<file path="config.mk">
export PLATFORM = sky130hd
export DESIGN_NAME = cnn_top
export DESIGN_NICKNAME = d
export VERILOG_FILES = /design/src/hw/cnn_pkg.sv /design/src/hw/cnn_stream_if.sv /design/src/hw/cnn_fifo.sv /design/src/hw/cnn_top.sv
export SDC_FILE = /design/constraint.sdc
export NUM_CORES = 2
export LEC_CHECK = 0
export BUFFER_PORTS_ARGS = -buffer_cell sky130_fd_sc_hd__buf_2
export CORE_ASPECT_RATIO = 1.4
export CORE_MARGIN = 5
export CORE_UTILIZATION = 50
export CTS_CLUSTER_DIAMETER = 80
export DETAILED_ROUTE_END_ITERATION = 10
export PLACE_DENSITY = 0.71
export SLEW_MARGIN = 25
export SYNTH_ARGS = -nofsm -noshare
export SYNTH_HDL_FRONTEND = slang
export SYNTH_SLANG_ARGS = --single-unit
</file>
<file path="constraint.sdc">
create_clock -name pclk -period 18.7 [get_ports pclk]
set_input_delay 0.935 -clock pclk [delete_from_list [all_inputs] [get_ports pclk]]
set_output_delay 0.935 -clock pclk [all_outputs]
set_load 0.005 [all_outputs]
</file>
<file path="src/hw/cnn_pkg.sv">
// constants and types shared by the comfort noise block
package cnn_pkg;

    // sample and stream layout
    localparam int SAMPLE_W = 16;
    localparam int WORD_W = 3 * SAMPLE_W + 1; // {processor_active, receive_input, send_out, send_in}
    localparam int FIFO_DEPTH = 16;
    localparam int APB_ADDR_W = 8;

    // register indices as printed, byte address is four times the index
    localparam logic [5:0] IDX_TUNING = 6'h18;
    localparam logic [5:0] IDX_LIMITS = 6'h19;
    localparam logic [5:0] IDX_PCMCFG = 6'h30;
    localparam logic [5:0] IDX_BNSTAT = 6'h24;

    // reset values
    localparam logic [7:0] RST_TUNING = 8'h8a;
    localparam logic [7:0] RST_LIMITS = 8'hee;
    localparam logic [7:0] RST_PCMCFG = 8'h03;

    // field positions
    localparam int OFS_LSB = 0; // noise_level_offset, 4 bits
    localparam int RISE_LSB = 4; // floor_rise_step, 2 bits
    localparam int FALL_LSB = 6; // floor_fall_step, 2 bits
    localparam int SLIM_LSB = 0; // floor_send_level_limit, 4 bits
    localparam int RLIM_LSB = 4; // floor_recv_level_limit, 4 bits
    localparam int NTS_BIT = 0; // noise_type_select
    localparam int CNE_BIT = 1; // constant_noise_enable
    localparam int STAT_SUSP_BIT = 16;

    // arithmetic scaling
    localparam int LIMIT_SHIFT = 11; // limit code to linear level
    localparam int GAIN_FRAC = 6; // gain table is Q6
    localparam logic [15:0] LEVEL_MAX = 16'h7fff;

endpackage : cnn_pkg

</file>
<file path="src/hw/cnn_stream_if.sv">
// valid/ready sample stream between the block's own modules
`timescale 1ns/1ps
`default_nettype none
interface cnn_stream_if #(parameter int W = 8);
    logic valid;
    logic ready;
    logic [W-1:0] data;
    modport src (output valid, output data, input ready);
    modport snk (input valid, input data, output ready);
endinterface : cnn_stream_if
`default_nettype wire

</file>
<file path="src/hw/cnn_fifo.sv">
// sample fifo with registered full and empty flags
`timescale 1ns/1ps
`default_nettype none
module cnn_fifo #(
    parameter int W = 8,
    parameter int DEPTH = 16
) (
    input wire logic clk,
    input wire logic rst_n,
    cnn_stream_if.snk wr,
    cnn_stream_if.src rd
);
    localparam int AW = $clog2(DEPTH);

    logic [W-1:0] mem [DEPTH];
    logic [AW-1:0] wr_ptr_q;
    logic [AW-1:0] rd_ptr_q;
    logic [AW:0] count_q;
    logic full_q;
    logic empty_q;
    logic push;
    logic pop;

    assign push = wr.valid && !full_q;
    assign pop = !empty_q && rd.ready;
    assign wr.ready = !full_q;
    assign rd.valid = !empty_q;
    assign rd.data = mem[rd_ptr_q];

    // storage has no reset, only the pointers matter
    always_ff @(posedge clk) begin
        if (push) begin
            mem[wr_ptr_q] <= wr.data;
        end
    end

    // pointers wrap at depth, which need not be a power of two
    always_ff @(posedge clk or negedge rst_n) begin
        if (!rst_n) begin
            wr_ptr_q <= '0;
            rd_ptr_q <= '0;
        end else begin
            if (push) begin
                wr_ptr_q <= (wr_ptr_q == AW'(DEPTH - 1)) ? '0 : wr_ptr_q + 1'b1;
            end
            if (pop) begin
                rd_ptr_q <= (rd_ptr_q == AW'(DEPTH - 1)) ? '0 : rd_ptr_q + 1'b1;
            end
        end
    end

    // flags come from flops so the producer sees a clean ready
    always_ff @(posedge clk or negedge rst_n) begin
        if (!rst_n) begin
            count_q <= '0;
            full_q <= 1'b0;
            empty_q <= 1'b1;
        end else if (push && !pop) begin
            count_q <= count_q + 1'b1;
            full_q <= (count_q == (AW + 1)'(DEPTH - 1));
            empty_q <= 1'b0;
        end else if (pop && !push) begin
            count_q <= count_q - 1'b1;
            full_q <= 1'b0;
            empty_q <= (count_q == (AW + 1)'(1));
        end
    end
endmodule : cnn_fifo
`default_nettype wire

</file>
<file path="src/hw/cnn_top.sv">
// comfort noise insertion and background noise measurement for the send path
`timescale 1ns/1ps
`default_nettype none
module cnn_top
    import cnn_pkg::*;
#(
    parameter int DEPTH = FIFO_DEPTH
) (
    input wire logic pclk,
    input wire logic presetn,
    // apb slave
    input wire logic psel,
    input wire logic penable,
    input wire logic pwrite,
    input wire logic [APB_ADDR_W-1:0] paddr,
    input wire logic [31:0] pwdata,
    input wire logic [3:0] pstrb,
    output logic pready,
    output logic [31:0] prdata,
    output logic pslverr,
    // sample stream in
    input wire logic s_valid,
    output logic s_ready,
    input wire logic signed [SAMPLE_W-1:0] s_send_in,
    input wire logic signed [SAMPLE_W-1:0] s_send_out,
    input wire logic signed [SAMPLE_W-1:0] s_receive_input,
    input wire logic s_nonlinear_processor,
    // sample stream out
    output logic m_valid,
    input wire logic m_ready,
    output logic signed [SAMPLE_W-1:0] m_sample,
    // status
    output logic [SAMPLE_W-1:0] background_noise_level,
    output logic background_noise_suspended
);

    // absolute value, saturating the most negative code
    function automatic logic [15:0] mag16(input logic [15:0] x);
        logic [15:0] n;
        n = 16'h0000 - x;
        if (!x[15]) begin
            return x;
        end else if (x == 16'h8000) begin
            return LEVEL_MAX;
        end else begin
            return n;
        end
    endfunction

    // offset code to Q6 gain in 1.5 dB steps, code 4 is unity
    function automatic logic [9:0] gain_of(input logic [3:0] code);
        case (code)
            4'h0: return 10'h020;
            4'h1: return 10'h026;
            4'h2: return 10'h02d;
            4'h3: return 10'h036;
            4'h4: return 10'h040;
            4'h5: return 10'h04c;
            4'h6: return 10'h05a;
            4'h7: return 10'h06b;
            4'h8: return 10'h080;
            4'h9: return 10'h098;
            4'ha: return 10'h0b4;
            4'hb: return 10'h0d6;
            4'hc: return 10'h0ff;
            4'hd: return 10'h12f;
            4'he: return 10'h168;
            default: return 10'h1ab;
        endcase
    endfunction

    // register index of an apb byte address
    function automatic logic [5:0] index_of(input logic [APB_ADDR_W-1:0] a);
        return a[7:2];
    endfunction

    // ---------------- apb slave ----------------
    logic [7:0] tuning_q;
    logic [7:0] limits_q;
    logic [7:0] pcmcfg_q;
    logic apb_setup;
    logic apb_write;
    logic mapped;

    assign apb_setup = psel && !penable;
    assign apb_write = psel && penable && pready && pwrite;
    assign mapped = (index_of(paddr) == IDX_TUNING) || (index_of(paddr) == IDX_LIMITS)
        || (index_of(paddr) == IDX_PCMCFG) || (index_of(paddr) == IDX_BNSTAT);

    // zero wait state: the answer is prepared during the setup cycle
    always_ff @(posedge pclk or negedge presetn) begin
        if (!presetn) begin
            pready <= 1'b0;
            pslverr <= 1'b0;
            prdata <= 32'h0000_0000;
        end else begin
            pready <= apb_setup;
            pslverr <= apb_setup && (!mapped
                || (pwrite && index_of(paddr) == IDX_BNSTAT));
            prdata <= 32'h0000_0000;
            if (apb_setup && !pwrite && index_of(paddr) == IDX_BNSTAT) begin
                prdata <= {15'h0000, background_noise_suspended, background_noise_level};
            end
        end
    end

    // configuration is write only and reads back as zero; low byte lane only
    always_ff @(posedge pclk or negedge presetn) begin
        if (!presetn) begin
            tuning_q <= RST_TUNING;
            limits_q <= RST_LIMITS;
            pcmcfg_q <= RST_PCMCFG;
        end else if (apb_write && pstrb[0]) begin
            if (index_of(paddr) == IDX_TUNING) begin
                tuning_q <= pwdata[7:0];
            end
            if (index_of(paddr) == IDX_LIMITS) begin
                limits_q <= pwdata[7:0];
            end
            if (index_of(paddr) == IDX_PCMCFG) begin
                pcmcfg_q <= pwdata[7:0];
            end
        end
    end

    logic [3:0] noise_level_offset;
    logic [1:0] floor_rise_step;
    logic [1:0] floor_fall_step;
    logic [3:0] floor_send_level_limit;
    logic [3:0] floor_recv_level_limit;
    logic noise_type_select;
    logic constant_noise_enable;

    assign noise_level_offset = tuning_q[OFS_LSB +: 4];
    assign floor_rise_step = tuning_q[RISE_LSB +: 2];
    assign floor_fall_step = tuning_q[FALL_LSB +: 2];
    assign floor_send_level_limit = limits_q[SLIM_LSB +: 4];
    assign floor_recv_level_limit = limits_q[RLIM_LSB +: 4];
    assign noise_type_select = pcmcfg_q[NTS_BIT];
    assign constant_noise_enable = pcmcfg_q[CNE_BIT];

    // ---------------- input fifo ----------------
    cnn_stream_if #(.W(WORD_W)) in_if ();
    cnn_stream_if #(.W(WORD_W)) out_if ();

    assign in_if.valid = s_valid;
    assign in_if.data = {s_nonlinear_processor, s_receive_input, s_send_out, s_send_in};
    assign s_ready = in_if.ready;

    cnn_fifo #(.W(WORD_W), .DEPTH(DEPTH)) u_fifo (
        .clk(pclk),
        .rst_n(presetn),
        .wr(in_if),
        .rd(out_if)
    );

    // a stalled consumer stops the pop, so back-pressure reaches s_ready
    logic take;
    assign take = out_if.valid && (!m_valid || m_ready);
    assign out_if.ready = !m_valid || m_ready;

    logic [15:0] smp [3];
    logic proc_on;
    assign smp[0] = out_if.data[0 +: SAMPLE_W];
    assign smp[1] = out_if.data[SAMPLE_W +: SAMPLE_W];
    assign smp[2] = out_if.data[2 * SAMPLE_W +: SAMPLE_W];
    assign proc_on = out_if.data[WORD_W - 1];

    // ---------------- level meters: send in, send out, receive input ----------------
    logic [15:0] lvl_q [3];
    genvar g;
    generate
        for (g = 0; g < 3; g++) begin : g_meter
            logic [16:0] diff;
            assign diff = {1'b0, mag16(smp[g])} - {1'b0, lvl_q[g]};
            // first order smoother, one eighth of the error per sample
            always_ff @(posedge pclk or negedge presetn) begin
                if (!presetn) begin
                    lvl_q[g] <= 16'h0000;
                end else if (take) begin
                    lvl_q[g] <= lvl_q[g] + {{3{diff[16]}}, diff[15:3]};
                end
            end
        end
    endgenerate

    logic [15:0] send_lvl;
    logic send_over;
    logic recv_over;
    logic suspend;
    assign send_lvl = (lvl_q[0] > lvl_q[1]) ? lvl_q[0] : lvl_q[1];
    assign send_over = send_lvl > (16'(floor_send_level_limit) << LIMIT_SHIFT);
    assign recv_over = lvl_q[2] > (16'(floor_recv_level_limit) << LIMIT_SHIFT);
    assign suspend = send_over || recv_over;

    // ---------------- background noise floor ----------------
    logic [15:0] floor_q;
    logic [15:0] rise_amt;
    logic [15:0] fall_amt;
    logic [15:0] si_mag;
    assign rise_amt = 16'h0001 << floor_rise_step;
    assign fall_amt = 16'h0001 << floor_fall_step;
    assign si_mag = mag16(smp[0]);

    // step up or down toward the send input; frozen while suspended
    always_ff @(posedge pclk or negedge presetn) begin
        if (!presetn) begin
            floor_q <= 16'h0000;
        end else if (take && !suspend) begin
            if (si_mag > floor_q) begin
                floor_q <= (floor_q > LEVEL_MAX - rise_amt) ? LEVEL_MAX : floor_q + rise_amt;
            end else if (si_mag < floor_q) begin
                floor_q <= (floor_q < fall_amt) ? 16'h0000 : floor_q - fall_amt;
            end
        end
    end

    // status outputs registered so they stay glitch free
    always_ff @(posedge pclk or negedge presetn) begin
        if (!presetn) begin
            background_noise_level <= 16'h0000;
            background_noise_suspended <= 1'b0;
        end else begin
            background_noise_level <= floor_q;
            background_noise_suspended <= suspend;
        end
    end

    // ---------------- comfort noise level ----------------
    logic [25:0] scaled;
    logic [15:0] cn_level;
    assign scaled = 26'(floor_q) * 26'(gain_of(noise_level_offset));
    assign cn_level = (scaled[25:GAIN_FRAC] > 20'(LEVEL_MAX)) ? LEVEL_MAX
        : scaled[GAIN_FRAC +: 16];

    // noise source; the band-limited sign is held two samples, halving its bandwidth
    logic [15:0] lfsr_q;
    logic half_q;
    logic sign_q;
    always_ff @(posedge pclk or negedge presetn) begin
        if (!presetn) begin
            lfsr_q <= 16'h9b1d;
            half_q <= 1'b0;
            sign_q <= 1'b0;
        end else if (take) begin
            lfsr_q <= {lfsr_q[14:0], lfsr_q[15] ^ lfsr_q[13] ^ lfsr_q[12] ^ lfsr_q[10]};
            half_q <= !half_q;
            if (!half_q) begin
                sign_q <= lfsr_q[0];
            end
        end
    end

    // ---------------- send output selection ----------------
    logic [15:0] so_mag;
    logic [15:0] repl;
    assign so_mag = mag16(smp[1]);

    always_comb begin
        repl = 16'h0000;
        if (noise_type_select) begin
            if (constant_noise_enable) begin
                repl = sign_q ? 16'h0000 - cn_level : cn_level;
            end
        end else if (so_mag > cn_level) begin
            repl = smp[1][15] ? 16'h0000 - cn_level : cn_level;
        end else begin
            repl = smp[1];
        end
    end

    // output stage; the level used is the held one while suspended
    always_ff @(posedge pclk or negedge presetn) begin
        if (!presetn) begin
            m_valid <= 1'b0;
            m_sample <= 16'sh0000;
        end else if (take) begin
            m_valid <= 1'b1;
            m_sample <= proc_on ? repl : smp[1];
        end else if (m_ready) begin
            m_valid <= 1'b0;
        end
    end
endmodule : cnn_top
`default_nettype wire

</file>
# After elaboration in Yosys (flattened, before gate mapping)

Memory sizes are Yosys's and may differ from the RTL's.
Index checks and enable logic that the tools add are counted.

Flip-flop bits (word level): 183
Latch bits: 0
Memory bits (writable): 784
Bits in read-only memories: 144
Bits of input ports: 100
Output and inout bits: 69
Word-level logic and storage cells: 137
Memories kept: 2

Add/sub/neg operators: 17
Multipliers: 1
Divide/modulo/power cells: 0
$lt $le $gt $ge: 9
Equal/unequal tests: 11
Shift-type cells: 2
Multiplexer cells: 31
Bitwise gates (word level): 4
Reductions and logical operators: 38

Memories:

| name             | depth | width | rd ports | clocked after memory_dff | wr ports | RTL line       | source |
|---|---|---|---|---|---|---|---|
| u_fifo.mem       | 16    | 49    | 1        | 0                        | 1        | cnn_fifo.sv:15 | `logic [W-1:0] mem [DEPTH];` |
| (name not given) | 16    | 9     | 1        | 0                        | 0        | cnn_top.sv:52  | `case (code)` |

Operators with widths:

| cell                                                             | count |
|---|---|
| two-way mux 16 bit                                               | 18 |
| adder 16 bit                                                     | 4 |
| greater-than comparator 16 bit                                   | 4 |
| subtractor 1 x 16 -> 16 bit (first input constant)               | 4 |
| subtractor 16 x 16 -> 17 bit                                     | 3 |
| == test 16 bit (second input constant)                           | 3 |
| greater-than comparator 16 x 15 -> 1 bit                         | 2 |
| < comparator 16 bit                                              | 2 |
| << shifter 1 x 2 -> 16 bit (first input constant)                | 2 |
| multiplier 16 x 10 -> 26 bit                                     | 1 |
| greater-than comparator 20 x 15 -> 1 bit (second input constant) | 1 |
| two-way mux 17 bit                                               | 1 |
| subtractor 15 x 16 -> 16 bit (first input constant)              | 1 |
| subtractor 16 bit                                                | 1 |
| logical AND 1 bit                                                | 14 |
| == test 6 x 5 -> 1 bit (second input constant)                   | 2 |
| == test 6 bit (second input constant)                            | 2 |
| zero test 1 bit                                                  | 10 |
| two-way mux 5 bit                                                | 2 |
| AND reduction 2 bit                                              | 5 |
| adder 4 x 1 -> 4 bit (second input constant)                     | 2 |
| == test 4 bit (second input constant)                            | 2 |
| two-way mux 1 bit                                                | 8 |
| two-way mux 4 bit                                                | 2 |
| 8 further kinds                                                  | 17 |

# Depth between registers and ports, before layout

An unclocked memory read counts as a cell.

Word-level depth: 9
Mapped depth: 45
Gate-level depth less buffers: 40

# Cells and area by module

From an unflattened synthesis, not the netlist that was laid out.

Cell total of the unflattened synthesis: 3558
Area, all modules: 48754.3 um2

Modules (own cells, without submodules):

| module   | instances | cells an instance | area an instance (um2) | seq. area each (um2) |
|---|---|---|---|---|
| cnn_fifo | 1         | 1300              | 30199.0                | 23919.2 |
| cnn_top  | 1         | 2258              | 18555.3                | 3853.7 |

# Worst setup path before layout

No wires, ideal clock.

Path type: reg2reg
Start: register tuning_q[1]
End: register m_sample[5]
Library setup time: 0.126 ns
Data arrival time: 9.678 ns
Data required time: 18.574 ns
Slack: 8.896 ns
Cell stages (with the launch flop): 43
Buffers on the path: 5
Period minus slack after synthesis: 9.804 ns
Cell sequence: dfstp_2 > inv_1 > ha_1 > clkbuf_1 > nand2_1 > a21oi_1 > a21oi_1 > clkbuf_1 > nand2_1 > fa_1 > inv_1 > fa_1 > fa_1 > fa_1 > inv_1 > fa_1 > inv_1 > ha_1 > [... 7 more ...] > a2111oi_4 > and2_1 > buf_2 > clkbuf_1 > nand2_1 > inv_1 > ha_1 > nand4_1 > nor2_1 > and2_1 > o21ai_0 > o21bai_1 > a311oi_1 > a31oi_1 > nand2b_1 > o21ai_2 > nor2_1 > o32a_1

Longest elaborated chain between the ends: 9
Elaborated cells between the ends (all ways): 12
Those cells by class: add/sub (1); mul (1); order compare (2); mux (7); memory (1)

Ends and longest elaborated chain:

| element                                  | RTL line                       | source |
|---|---|---|
| start: declaration                       | cnn_top.sv:78                  | `logic [7:0] tuning_q;` |
| start signal: assignment                 | cnn_top.sv:115                 | `tuning_q <= pwdata[7:0];` |
| memory read (16 x 9 bit) (*)             | n/a                            |  |
| multiplier 16 x 10 -> 26 bit (*)         | cnn_top.sv:232                 | `assign scaled = 26'(floor_q) * 26'(gain_of(noise_level_offset));` |
| greater-than comparator 20 x 15 -> 1 bit | cnn_top.sv:233                 | `assign cn_level = (scaled[25:GAIN_FRAC] > 20'(LEVEL_MAX)) ? LEVEL_MAX` |
| two-way mux 16 bit (*)                   | cnn_top.sv:233                 |  |
| subtractor 1 x 16 -> 16 bit              | cnn_top.sv:263, cnn_top.sv:266 |  |
| two-way mux 16 bit (on tied branches)    | cnn_top.sv:266, cnn_top.sv:263 |  |
| two-way mux 16 bit (on tied branches)    | cnn_top.sv:265, cnn_top.sv:262 |  |
| two-way mux 16 bit (*)                   | cnn_top.sv:261                 | `if (noise_type_select) begin` |
| two-way mux 16 bit (*)                   | cnn_top.sv:279                 | `m_sample <= proc_on ? repl : smp[1];` |
| end signal: assignment                   | cnn_top.sv:279                 |  |
| end: declaration                         | cnn_top.sv:31                  | `output logic signed [SAMPLE_W-1:0] m_sample,` |

Every way passes the cells marked *; elsewhere a longest branch is shown, timed or not.
A chain may end at the register's enable or synchronous reset.

# Worst setup path after layout

Start: register tuning_q[0]
End: register m_sample[14]

Same word-level chain as after synthesis.

==> impl_metrics.toml <==
[outcome]
status = "completed"

[floorplan]
die_area_um2 = 107400
chipWidth_um = 278.4
rows = 137
io_pins = 169
start_util_pct = 50.47
die_h_um = 385.8
coreArea_um2 = 99930

[synth]
ys_async_sr_fraction_pct = 17.65
synthFlopType = "edfxtp_1"
synth.yosys.seq_area_share_pct = 55.06
syn_area_per_cell_um2 = 13.37
ys_seq_elements = 952
synth_top_area_share_pct = 46.68
synth_area_leaders = "edfxtp_1 (47%), mux4_2 (9.4%), dfrtp_1 (7.3%)"
synth_cell_types = 96
synth-edff-count = 784
syn_area_um2 = 50440
yosys_warnings = 0
synth_cells = 3772
synth_top_area_cell = "edfxtp_1"

[worst_setup_path]
crit_top_cell = "fa_1"
r2r-end = "m_sample[14]$_DFFE_PN0P_"
reg2reg_depth = 34
critical_path_class = "register to register"
cp_max_fo = 24
arrival_ns = 12.36
critPathLaunchType = "register"
reg2reg_from = "tuning_q[0]$_DFFE_PN0P_"
critPathSlowestCell = "a2111oi_4"
worstPathRequired_ns = 19.27
r2r_slack_ns = 6.91
endpoint_kind = "register"
cpPeakStageDelay_ns = 0.73

[clock_tree]
post_cts_buffers = 0
worstSkewPairLatency_ns = 0.69
path_clk_slew_ns = 0.07
cts_tree = "done"
cts-buffers-inserted = 89
numClockSinks = 952
cts_root_buffer = "clkbuf_16"
cts_buffer_depth = 3
htreeDepth = 3
cts_hold_buf = 0
ctsResizeCount = 0

[timing]
rsz0062_at_grt = "no"
period_minus_slack_ns = 11.79
fin_skew_ns = 0.03661
fmax_ghz = 0.08482
worst_pin_slew_ns = 1.086
setup_violations = 0
slew_headroom_pct = 27.62
fin_crit_sh_pct = 63.04
hold_viol_final = 0
slew_viol_final = 0
fin_setup_tns_ns = 0
hold_ws_ns = 0.3150

[run]
cap_viol_max_count = 0

[route]
drtIter0Drc = 2486
totalWireLength_um = 122900
ant_nets = 0
wl_per_cell_um = 23.33
vias_per_cell = 5.978
vias = 31490
dr.pass1.iters = 6
drc = 0

[finish]
most-common-layout-cells = "edfxtp_1 (784), nand2_1 (341), ha_1 (242)"
area_delta_synth_final_pct = 10.06
layout-drive-gt1-share_pct = 16.47
fin_cells = 5268
final_nets = 4314
final_common_cell = "edfxtp_1"

[global_route]
grtUsageTotal_pct = 22.75
antenna_found_initial = 15
grt_pass1_wl_um = 188600
grt_pass1_vias = 32100
grt_overflow = 0
grt_max_degree = 107

[min_path]
hp-class = "input port to async pin"

[place]
hpwl_um = 79930
place.gp.congestion = 0.9013
placed_cells = 5100
io_buffers = 124
synth_stat cells (34+ instances only):
cell type and n:
inv_1 236, nand3_1 50, xnor2_1 83, clkbuf_1 101
ha_1 242, nor3_1 87, buf_2 36, nand2_1 341
o21ai_0 151, a21o_1 45, nor2b_1 35, a21oi_1 162
a211oi_1 36, edfxtp_1 784, nor2_1 170, mux2i_1 36
nand4_1 34, dfrtp_1 147, and2_1 101, fa_1 101
nand2b_1 41, mux4_2 210, xor2_1 47, mux2_2 42
final cells by class:
type                            instances  area, µm²
Antenna cell                            7      17.52
Inverter                              239      898.4
Tap cell                             1320       1652
Clock inverter                         55      690.7
Timing Repair Buffer                  178       1071
Sequential cell                       952      27780
Multi-Input combinational cell       2411      21090
Clock buffer                          106       2302
Fill cell                            8068      44430
registers in the layout, summed over array words and instances, names as in the netlist, 16 cells and up:
| signal | flops |
|---|---|
| u_fifo.mem | 784 |
| lvl_q | 48 |
| prdata | 17 |
| background_noise_level | 16 |
| floor_q | 16 |
| lfsr_q | 16 |
| m_sample | 16 |
layer usage:
metal	GRT usage (%)	wire [µm]
met1	27.73	46020
met2	41.06	65060
met3	3.088	6868
met4	9.169	4838
met5	0	95
logic make-up (layout without fill, tap and decap cells):
kind of cell,after synthesis,after routing,share of synthesized area (%)
compound gates,651,651,8.506
xor+xnor,130,130,2.257
fa+ha+maj,343,343,10.01
buf+inv,423,578,3.513
flops,952,952,55.06
mux,288,288,11.03
other cells,2,23,0.01489
simple gates,983,983,9.603
worst max-delay path by stage:
stage	depth (start not counted)	start	endpoint	slack, ns
6_report	34	tuning_q[0]$_DFFE_PN0P_	m_sample[14]$_DFFE_PN0P_	6.91
5_1_grt	37	tuning_q[2]$_DFFE_PN0P_	m_sample[14]$_DFFE_PN0P_	6.14
4_1_cts	34	tuning_q[0]$_DFFE_PN0P_	m_sample[14]$_DFFE_PN0P_	7.03
3_5_place_dp	34	tuning_q[0]$_DFFE_PN0P_	m_sample[14]$_DFFE_PN0P_	7.04
3_3_place_gp	34	tuning_q[0]$_DFFE_PN0P_	m_sample[14]$_DFFE_PN0P_	7.10
2_1_floorplan	42	tuning_q[1]$_DFFE_PN1P_	m_sample[5]$_DFFE_PN0P_	8.90
critical path: cells and delay by family (launching register included):
kind | cells | cell delay (ns)
simple gates | 8 | 2.02
compound gates | 12 | 3.94
mux | 2 | 0.98
flops | 1 | 0.44
buf+inv | 4 | 0.37
fa+ha+maj | 8 | 3.90
per-stage QoR:
step	worst slack, ns	cell area (µm²)	util [%]
after floorplan	8.896	50490	-
after global placement	7.100	52460	52.49
after global routing	6.137	55500	55.54
after CTS	7.030	55490	55.52
final	6.911	55510	55.55
after detailed placement	7.044	52500	52.53
Power is not shown: default switching activity piles up to over one toggle a cycle in this logic, so the estimate is an artifact.
